[src/hdl/odgc_map.svh]
`ifndef ODGC_MAP_SVH
`define ODGC_MAP_SVH

// Register indices; the byte address is four times the index.
`define ODGC_IDX_DIV2_COUNTS 10'h196
`define ODGC_IDX_DIV2_CTRL 10'h197
`define ODGC_IDX_CH2_PWR 10'h198
`define ODGC_IDX_DIV3_COUNTS 10'h199
`define ODGC_IDX_DIV3_CTRL 10'h19A
`define ODGC_IDX_CH3_PWR 10'h19B
`define ODGC_IDX_STATUS 10'h19C

// Register slots and groups.
`define ODGC_SLOTS 6
`define ODGC_SLOT_W 3
`define ODGC_GROUPS 2
`define ODGC_SLOTS_PER_GROUP 3
`define ODGC_OFS_COUNTS 0
`define ODGC_OFS_CTRL 1
`define ODGC_OFS_PWR 2
`define ODGC_OUTS_PER_GROUP 3

// Cycle count fields.
`define ODGC_LOW_HI 7
`define ODGC_LOW_LO 4
`define ODGC_HIGH_HI 3
`define ODGC_HIGH_LO 0

// Divider control fields.
`define ODGC_BYPASS 7
`define ODGC_IGNORE_SYNC 6
`define ODGC_FORCE_HIGH 5
`define ODGC_START_HIGH 4
`define ODGC_PHASE_HI 3
`define ODGC_PHASE_LO 0

// Power and duty fields.
`define ODGC_POWER_DOWN 2
`define ODGC_DCC_OFF 0
`define ODGC_PWR_MASK 8'h05

// Reset values.
`define ODGC_DIV2_COUNTS_RST 8'h11
`define ODGC_DIV3_COUNTS_RST 8'h00
`define ODGC_CTRL_RST 8'h00
`define ODGC_PWR_RST 8'h00

// Status bits per group: level, running.
`define ODGC_STAT_BITS 2
`endif

[src/hdl/odgc_pkg.sv]
package odgc_pkg;

	// One Avalon-MM request as seen by the slave.
	typedef struct packed {
		logic read;
		logic write;
		logic [11:0] address;
		logic [3:0] byteenable;
		logic [31:0] writedata;
	} odgc_avmm_req_t;

	// Decoded settings of one divider group.
	typedef struct packed {
		logic [3:0] low_count;
		logic [3:0] high_count;
		logic bypass;
		logic ignore_sync;
		logic force_high;
		logic start_high;
		logic [3:0] phase;
		logic power_down;
		logic dcc_off;
	} odgc_cfg_t;

	// Divider sequencer states.
	typedef enum logic [1:0] {
		ODGC_HOLD,
		ODGC_DELAY,
		ODGC_RUN
	} odgc_state_t;

endpackage

[src/hdl/odgc_avmm_slave.sv]
`timescale 1ns/1ps
`include "odgc_map.svh"

// Avalon-MM handshake with one wait state for every access.
module odgc_avmm_slave
	import odgc_pkg::*;
(
	// Clock and reset.
	input wire logic clock,
	input wire logic reset_n,
	// Bus request and answer.
	input odgc_avmm_req_t req,
	output logic waitrequest,
	output logic [31:0] readdata,
	// Register file side.
	input wire logic [31:0] read_value,
	output logic write_strobe
);

	logic ack_q;

	// The request is stalled once, so read data come from a flip-flop
	// instead of a long decode path straight to the bus.
	always_ff @(posedge clock or negedge reset_n)
	begin
		if (!reset_n)
			ack_q <= 1'b0;
		else
			ack_q <= (req.read | req.write) & ~ack_q;
	end

	// Read data are captured in the stalled cycle and stand until the next.
	always_ff @(posedge clock or negedge reset_n)
	begin
		if (!reset_n)
			readdata <= 32'h0000_0000;
		else if (req.read && !ack_q)
			readdata <= read_value;
	end

	assign waitrequest = (req.read | req.write) & ~ack_q;
	assign write_strobe = req.write & ack_q;

endmodule

[src/hdl/odgc_top.sv]
// The implementer's own choice: the Avalon-MM register port.
`timescale 1ns/1ps
`include "odgc_map.svh"

// Behaviour
// RQ1: Low phase lasts low count plus one.
// RQ2: High phase lasts high count plus one.
// RQ3: Bypass stops divider, passes clock through.
// RQ4: Ignore bit makes divider disregard sync.
// RQ5: Force bit picks static level, needs ignore.
// RQ6: Start bit sets first level after start.
// RQ7: Four-bit phase offset, reset zero.
// RQ8: Power-down floats all three group outputs.
// RQ9: Duty correction on unless disable bit set.
// RQ10: Sync holds dividers; release restarts them.
// RQ11: Restart waits phase cycles, then start level.
module odgc_top
	import odgc_pkg::*;
(
	// Clock and reset.
	input wire logic clock,
	input wire logic reset_n,
	// Avalon-MM slave.
	input wire logic [11:0] address,
	input wire logic read,
	input wire logic write,
	input wire logic [3:0] byteenable,
	input wire logic [31:0] writedata,
	output logic [31:0] readdata,
	output logic waitrequest,
	// Chip-level sync request, high while held, same clock domain.
	input wire logic sync_hold,
	// Divider outputs, index 0 is group 2, index 1 is group 3.
	output logic [`ODGC_GROUPS-1:0] div_clk_out,
	// Output enables, three per group, low in power-down.
	output logic [`ODGC_GROUPS*`ODGC_OUTS_PER_GROUP-1:0] out_enable,
	// Duty-cycle correction enable per group.
	output logic [`ODGC_GROUPS-1:0] duty_cycle_correction_en
);

	odgc_avmm_req_t bus_req;
	logic write_strobe;
	logic [31:0] read_value;
	logic [9:0] word_index;
	logic [7:0] cfg_q [`ODGC_SLOTS];
	odgc_cfg_t cfg [`ODGC_GROUPS];
	logic [`ODGC_GROUPS-1:0] level_q;
	logic [`ODGC_GROUPS-1:0] running;
	logic [`ODGC_GROUPS*`ODGC_STAT_BITS-1:0] status;

	// Slot of a word index in the configuration store.
	function automatic logic [`ODGC_SLOT_W-1:0] slot_of
	(
		input logic [9:0] idx
	);
		logic [9:0] diff;
		diff = idx - `ODGC_IDX_DIV2_COUNTS;
		slot_of = diff[`ODGC_SLOT_W-1:0];
	endfunction

	// Whether a word index falls on a configuration register.
	function automatic logic is_cfg
	(
		input logic [9:0] idx
	);
		is_cfg = (idx >= `ODGC_IDX_DIV2_COUNTS) &&
			(idx <= `ODGC_IDX_CH3_PWR);
	endfunction

	// Writable bits of a slot; unused power bits read as zero.
	function automatic logic [7:0] mask_of
	(
		input logic [`ODGC_SLOT_W-1:0] slot
	);
		if (slot == `ODGC_SLOT_W'(`ODGC_OFS_PWR) ||
			slot == `ODGC_SLOT_W'(`ODGC_SLOTS_PER_GROUP +
			`ODGC_OFS_PWR))
			mask_of = `ODGC_PWR_MASK;
		else
			mask_of = 8'hFF;
	endfunction

	// Pack the bus signals for the handshake module.
	assign bus_req.read = read;
	assign bus_req.write = write;
	assign bus_req.address = address;
	assign bus_req.byteenable = byteenable;
	assign bus_req.writedata = writedata;
	assign word_index = address[11:2];

	odgc_avmm_slave u_slave
	(
		.clock(clock),
		.reset_n(reset_n),
		.req(bus_req),
		.waitrequest(waitrequest),
		.readdata(readdata),
		.read_value(read_value),
		.write_strobe(write_strobe)
	);

	// Configuration store. Writes land only on the edge where
	// waitrequest is low, and only through byte lane zero; writes to
	// unmapped words and to the status word are dropped.
	always_ff @(posedge clock or negedge reset_n)
	begin
		if (!reset_n)
		begin
			cfg_q[`ODGC_OFS_COUNTS] <= `ODGC_DIV2_COUNTS_RST;
			cfg_q[`ODGC_OFS_CTRL] <= `ODGC_CTRL_RST;
			cfg_q[`ODGC_OFS_PWR] <= `ODGC_PWR_RST;
			cfg_q[`ODGC_SLOTS_PER_GROUP + `ODGC_OFS_COUNTS] <=
				`ODGC_DIV3_COUNTS_RST;
			cfg_q[`ODGC_SLOTS_PER_GROUP + `ODGC_OFS_CTRL] <=
				`ODGC_CTRL_RST;
			cfg_q[`ODGC_SLOTS_PER_GROUP + `ODGC_OFS_PWR] <=
				`ODGC_PWR_RST;
		end
		else if (write_strobe && byteenable[0] && is_cfg(word_index))
		begin
			cfg_q[slot_of(word_index)] <=
				writedata[7:0] & mask_of(slot_of(word_index));
		end
	end

	// Read decode; narrow registers sit in the low byte.
	always_comb
	begin
		read_value = 32'h0000_0000;
		if (is_cfg(word_index))
			read_value[7:0] = cfg_q[slot_of(word_index)];
		else if (word_index == `ODGC_IDX_STATUS)
			read_value[`ODGC_GROUPS*`ODGC_STAT_BITS-1:0] = status;
	end

	genvar g;
	generate
		for (g = 0; g < `ODGC_GROUPS; g = g + 1)
		begin : g_div
			localparam int BASE = g * `ODGC_SLOTS_PER_GROUP;
			odgc_state_t state_q;
			logic [3:0] count_q;
			logic hold;
			logic forced;
			logic [3:0] limit;
			logic lvl_q;

			// Field decode of this group's three registers.
			// RQ1: low count field
			assign cfg[g].low_count =
				cfg_q[BASE + `ODGC_OFS_COUNTS]
				[`ODGC_LOW_HI:`ODGC_LOW_LO];
			// RQ2: high count field
			assign cfg[g].high_count =
				cfg_q[BASE + `ODGC_OFS_COUNTS]
				[`ODGC_HIGH_HI:`ODGC_HIGH_LO];
			assign cfg[g].bypass =
				cfg_q[BASE + `ODGC_OFS_CTRL][`ODGC_BYPASS];
			assign cfg[g].ignore_sync =
				cfg_q[BASE + `ODGC_OFS_CTRL][`ODGC_IGNORE_SYNC];
			assign cfg[g].force_high =
				cfg_q[BASE + `ODGC_OFS_CTRL][`ODGC_FORCE_HIGH];
			assign cfg[g].start_high =
				cfg_q[BASE + `ODGC_OFS_CTRL][`ODGC_START_HIGH];
			// RQ7: phase offset field
			assign cfg[g].phase =
				cfg_q[BASE + `ODGC_OFS_CTRL]
				[`ODGC_PHASE_HI:`ODGC_PHASE_LO];
			assign cfg[g].power_down =
				cfg_q[BASE + `ODGC_OFS_PWR][`ODGC_POWER_DOWN];
			assign cfg[g].dcc_off =
				cfg_q[BASE + `ODGC_OFS_PWR][`ODGC_DCC_OFF];

			// RQ4: sync obeyed unless ignored
			assign hold = sync_hold & ~cfg[g].ignore_sync;
			// RQ5: force needs ignore bit
			assign forced = cfg[g].ignore_sync & cfg[g].force_high;

			// Count limit of the phase now being driven.
			assign limit = level_q[g] ? cfg[g].high_count :
				cfg[g].low_count;

			// Sequencer. Bypass, a sync hold and a forced level all
			// park the divider; leaving any of them restarts it
			// through the phase delay, so groups released together
			// stay aligned.
			always_ff @(posedge clock or negedge reset_n)
			begin
				if (!reset_n)
					state_q <= ODGC_DELAY;
				else if (cfg[g].bypass || hold || forced)
					state_q <= ODGC_HOLD;
				else
				begin
					case (state_q)
						ODGC_HOLD:
							// RQ10: restart on release
							state_q <= ODGC_DELAY;
						ODGC_DELAY:
							// RQ11: wait out the offset
							if (count_q == cfg[g].phase)
								state_q <= ODGC_RUN;
						ODGC_RUN:
							state_q <= ODGC_RUN;
						default:
							state_q <= ODGC_HOLD;
					endcase
				end
			end

			// Cycle counter shared by the phase delay and both halves.
			always_ff @(posedge clock or negedge reset_n)
			begin
				if (!reset_n)
					count_q <= 4'h0;
				else if (cfg[g].bypass || hold || forced)
					count_q <= 4'h0;
				else
				begin
					case (state_q)
						ODGC_HOLD:
							count_q <= 4'h0;
						ODGC_DELAY:
							if (count_q == cfg[g].phase)
								count_q <= 4'h0;
							else
								count_q <= count_q + 4'h1;
						ODGC_RUN:
							// RQ1: low lasts count plus one
							// RQ2: high lasts count plus one
							if (count_q == limit)
								count_q <= 4'h0;
							else
								count_q <= count_q + 4'h1;
						default:
							count_q <= 4'h0;
					endcase
				end
			end

			// Output level. A parked divider rests low; the forced
			// level overrides that only with the ignore bit set.
			always_ff @(posedge clock or negedge reset_n)
			begin
				if (!reset_n)
					lvl_q <= 1'b0;
				// RQ5: static forced level
				else if (forced)
					lvl_q <= 1'b1;
				// RQ10: static while held
				else if (cfg[g].bypass || hold)
					lvl_q <= 1'b0;
				else
				begin
					case (state_q)
						ODGC_HOLD:
							lvl_q <= 1'b0;
						ODGC_DELAY:
							// RQ6: begin at start level
							if (count_q == cfg[g].phase)
								lvl_q <= cfg[g].start_high;
						ODGC_RUN:
							if (count_q == limit)
								lvl_q <= ~lvl_q;
						default:
							lvl_q <= 1'b0;
					endcase
				end
			end

			// One flip-flop per group keeps each bit to a single process.
			assign level_q[g] = lvl_q;
			assign running[g] = (state_q == ODGC_RUN);
			assign status[g*`ODGC_STAT_BITS +: `ODGC_STAT_BITS] =
				{running[g], level_q[g]};

			// The bypass path carries the clock itself, so it cannot
			// come from a flip-flop; a powered-down group drives low.
			// RQ3: bypass passes the clock
			// RQ8: power-down silences the group
			assign div_clk_out[g] = cfg[g].power_down ? 1'b0 :
				(cfg[g].bypass ? clock : level_q[g]);

			// RQ8: all three outputs float
			assign out_enable[g*`ODGC_OUTS_PER_GROUP +:
				`ODGC_OUTS_PER_GROUP] =
				{`ODGC_OUTS_PER_GROUP{~cfg[g].power_down}};

			// RQ9: correction unless disabled
			assign duty_cycle_correction_en[g] = ~cfg[g].dcc_off;
		end
	endgenerate

endmodule

[config.mk]
export PLATFORM = sky130hd
export DESIGN_NAME = odgc_top
export DESIGN_NICKNAME = d
export VERILOG_FILES = /design/src/hdl/odgc_pkg.sv /design/src/hdl/odgc_avmm_slave.sv /design/src/hdl/odgc_top.sv
export VERILOG_INCLUDE_DIRS = /design/src /design/src/hdl
export SDC_FILE = /design/constraint.sdc
export NUM_CORES = 1
export LEC_CHECK = 0
export BUFFER_PORTS_ARGS = -buffer_cell sky130_fd_sc_hd__clkbuf_2
export CORE_MARGIN = 2
export CORE_UTILIZATION = 30
export CTS_CLUSTER_DIAMETER = 30
export DETAILED_ROUTE_END_ITERATION = 10
export PLACE_DENSITY_LB_ADDON = 0.12
export SETUP_SLACK_MARGIN = 0.5
export SYNTH_ARGS = -nofsm -noshare
export SYNTH_HDL_FRONTEND = slang
export SYNTH_SLANG_ARGS = --single-unit
[constraint.sdc]
create_clock -name clock -period 3.04 [get_ports clock]
set_input_delay 0.304 -clock clock [delete_from_list [all_inputs] [get_ports clock]]
set_output_delay 0.304 -clock clock [all_outputs]
set_load 0.005 [all_outputs]
; ---- Word level (Yosys, flattened, before mapping)
; Index checks and enable logic that the tools add are counted.
; W data, S select, Z words.
[totals]
ff_bits = 71
word_cells = 112
[classes]
n_reduce_logical = 15
add_sub_neg = 3
n_mux = 41
n_eq_ne = 17
bitwise_logic = 18
order_cmp = 4
[ops]
columns = op, n
row1 = $bwmux W48, 1
row2 = $mux W4, 11
row3 = $mux W8, 5
row4 = $bmux W8 S3, 1
row5 = $demux W8 S3, 1
row6 = $eq A4 B4 Y1, 4
row7 = $pmux W4 S2, 2
row8 = $mux W1, 12
row9 = $pmux W2 S3, 2
row10 = $eq A10 B9 Y1 const B, 1
row11 = $ge A10 B9 Y1 const B, 1
row12 = $le A10 B9 Y1 const B, 1
row13 = $not A1 Y1, 9
row14 = $add A4 B1 Y4 const B, 2
row15 = $and A8 B8 Y8, 1
row16 = $mux W2, 4
row17 = $ne A4 B1 Y1 const B, 2
row18 = $ne A4 B4 Y1 const B, 2
row19 = $and A1 B1 Y1, 6
row20 = $ne A3 B3 Y1 const B, 2
row21 = $logic_and A1 B1 Y1, 5
row22 = $logic_or A1 B1 Y1, 5
row23 = $eq A2 B1 Y1 const B, 2
row24 = $eq A2 B2 Y1 const B, 2
row25 = other kinds (11), 14

; ---- Logic depth before layout (Yosys ltp)
[depth]
depth_word = 7
depth_mapped = 8
mapped_depth_nobuf = 6

; ---- By module
; From an unflattened synthesis, not the netlist that was laid out.
[hier_totals]
cells_unflattened = 415
hier_area_um2 = 4959.8
[modules_own_cells]
columns = module, area_per_inst_um2, instances, cells_each, seq_area_each_um2
row1 = odgc_top, 3569.7, 1, 342, 1556.5
row2 = odgc_avmm_slave, 1390.1, 1, 73, 825.8

==> impl_metrics.tcl <==
set metrics [dict create \
    avgViaCountPerCell 4.52 \
    die_h_um 124 \
    drcViolationCount 0 \
    fp-row-count 43 \
    initial_core_util 0.307 \
    fin_nets 455 \
    hp-class "in -> reg" \
    syn_inst 344 \
    r2r_start "g_div[1].lvl_q$_DFFE_PN0P_" \
    p_leak_nw 2.49 \
    critPathCaptureType "output port" \
    clk_latency_ns 0.45 \
    vias 2606 \
    crit_type "clk -> out" \
    synth_top_area_share 0.391 \
    synth_top_cells_by_area "dfrtp_1 (39%), mux2_4 (17%), buf_4 (4.9%)" \
    cp_max_fo 2 \
    dr.pass1.iters 4 \
    drt-total-wl_um 9770 \
    ys_ff_latch 71 \
    hold_depth 3 \
    portBuffers 42 \
    cts_resized 0 \
    yosysTopAreaCell "dfrtp_1" \
    synth-seq-area-share 0.416 \
    placed_cell_area_mm2 0.00458 \
    setup_violations 0 \
    crit_slowest_cell "mux2i_1" \
    pin_count 96 \
    yosysUniqueCellTypes 41 \
    status "completed" \
    r2r-end "g_div[1].lvl_q$_DFFE_PN0P_" \
    power_density_mw_per_mm2 510 \
    total_power_mw 2.54 \
    final-hold-violation-count 0 \
    final_cell_count_no_fill 576 \
    grt_first_pass_wirelength_um 15700 \
    placed_cells 555 \
    synth-async-reset-ratio 1.00 \
    drive_gt1_frac 0.341 \
    layout_common_cells "dfrtp_1 (67), mux2_4 (48), clkbuf_2 (41)" \
    synth-edff-count 0 \
    ant_nets 0 \
    wl_per_cell_um 17.0 \
    antenna_cells 0 \
    drv_slew 0 \
    cap_violations 0 \
    core_mm2 0.0139 \
    grt_max_degree 43 \
    gp_congestion 0.746 \
    post-dp-hpwl_um 7140 \
    synth_flop_cell "dfrtp_1" \
    syn_area_mm2 0.00428 \
    worstPathRequired_ns 2.74 \
    cts_tree "done" \
    rsz0062_at_grt "false" \
    relSlewSlack 0.528 \
    crit_family "buffers and inverters" \
    drt_iter0_drc 91 \
    ir_worst_vdd_mv 0.246 \
    grt_usage 0.142 \
    worstPathCellList "clkbuf_16 -> clkbuf_16 -> mux2i_1 -> nor2_1 -> clkbuf_2" \
    holdCritStartpoint "read" \
    min_to "u_slave.ack_q$_DFF_PN0_" \
    syn_area_per_cell_um2 12.5 \
    whs_ns 0.131 \
    final_common_cell "dfrtp_1" \
    cp.buffers_inverters 3 \
    grt_pass1_vias 2817 \
    finalInstanceArea_mm2 0.00498 \
    grt-ovfl-total 0 \
    num-fill-cells 1366 \
    crit_top_cell "clkbuf_16" \
    clkTransAtPathRegs_ns 0.06 \
    tightest_slew_ns 0.709 \
    slowest_delay_ns 0.17 \
    die_area_mm2 0.0153 \
    rrSetupSlack_ns 0.93 \
    antenna_found_initial 0 \
    reg2regPathDepth 5 \
    die_x_um 124 \
    fin_skew_ns 0.00641 \
    syn_to_final_growth_pct 16.2 \
    start_kind "clock port" \
    crit_arrival_ns 2.12 \
    fin_tns_setup_ns 0 \
    yosys_warnings 0 \
]
==> worst reg2reg max path: stages, from the launching register on <==
cell	delay, ns
dfrtp_1	0.61
mux2i_1	0.32
xor2_1	0.18
nand4_1	0.16
a41oi_2	0.35
mux2_2	0.38
==> logic make-up (layout without fill, tap and decap cells) <==
| family | count (synthesis) | after routing | synth area share |
|---|---|---|---|
| AOI/OAI and AO/OA | 29 | 29 | 0.0619 |
| xor gates and xnor gates | 20 | 20 | 0.0409 |
| adders and majority gates | 11 | 11 | 0.0321 |
| buffers and inverters | 59 | 88 | 0.0806 |
| DFF | 71 | 71 | 0.416 |
| muxes | 76 | 76 | 0.259 |
| other | 1 | 24 | 0.000875 |
| and+or+nand+nor | 77 | 77 | 0.108 |
==> power by group <==
part	internal [mW]	total [mW]	switching (mW)
Combinational	0.0887	0.235	0.147
Sequential	0.973	0.995	0.0217
Clock	0.859	1.31	0.449
==> layer usage <==
| layer | share of wire | track usage | vias up |
|---|---|---|---|
| met2 | 0.49 | 0.226 | 66 |
| met4 | 0.010 | 0.0469 | 0 |
| met5 | 0 | 0 | - |
| li1 | - | - | 1251 |
| met3 | 0.044 | 0.0489 | 9 |
| met1 | 0.46 | 0.180 | 1280 |
==> sequential cells by signal (all words and copies together) (netlist names) <==
name              cells
cfg                  36
u_slave.readdata      8
g_div.state_q         4
cfg_q                12
g_div.lvl_q           2
u_slave.ack_q         1
g_div.count_q         8
==> final cells by class <==
class | instances | area [µm²] | share of cell area
Multi-Input combinational cell | 237 | 2240 | 0.451
Sequential cell | 71 | 1780 | 0.358
Clock buffer | 16 | 339 | 0.0681
Timing Repair Buffer | 44 | 245 | 0.0493
Tap cell | 180 | 225 | 0.0452
Inverter | 22 | 82.6 | 0.0166
Clock inverter | 6 | 61.3 | 0.0123
==> through the flow <==
step | setup slack (ns) | utilization
detailed placement | 0.587 | 0.329
global placement | 0.600 | 0.329
CTS | 0.578 | 0.357
finish | 0.620 | 0.357
floorplan | 1.05 | -
global route | 0.594 | 0.357
==> synth_stat cells, types with 2 or more instances <==
cell	number
nand3_1	2
o22ai_1	8
mux2_4	48
and2_1	7
xnor2_1	2
a22oi_1	2
clkbuf_1	3
o41ai_2	2
a22o_1	4
dfstp_2	4
inv_1	22
nor3b_1	2
buf_2	3
a211o_1	2
mux4_1	2
xor2_1	18
nor2b_1	3
nand2_8	6
mux2i_1	18
nand4_1	5
a221oi_1	4
nand2_1	15
mux4_2	6
and3_1	4
o21ai_0	2
a41oi_2	2
nand2b_1	2
buf_6	2
nor2_1	27
ha_1	11
dfrtp_1	67
buf_4	28
mux2_2	2
a21oi_1	2
==> how the worst max path moves through the flow <==
stage                          start                     to  slack (ns)  depth (start not counted)
after floorplan                clock         div_clk_out[0]        1.05                          2
after global placement    address[4]  cfg_q[30]$_DFFE_PN0P_        0.60                          6
after detailed placement  address[4]  cfg_q[25]$_DFFE_PN0P_        0.59                          6
after CTS                      clock         div_clk_out[0]        0.58                          5
after global routing           clock         div_clk_out[0]        0.59                          5
final                          clock         div_clk_out[0]        0.62                          5
==> repair_timing <==
item                                   in CTS  in global routing
setup buffers                               0                  0
setup endpoints to repair                   0                  0
endpoints found under the hold margin      27                  0
hold buffers                                1                  0
(Power assumes the default switching activity.)
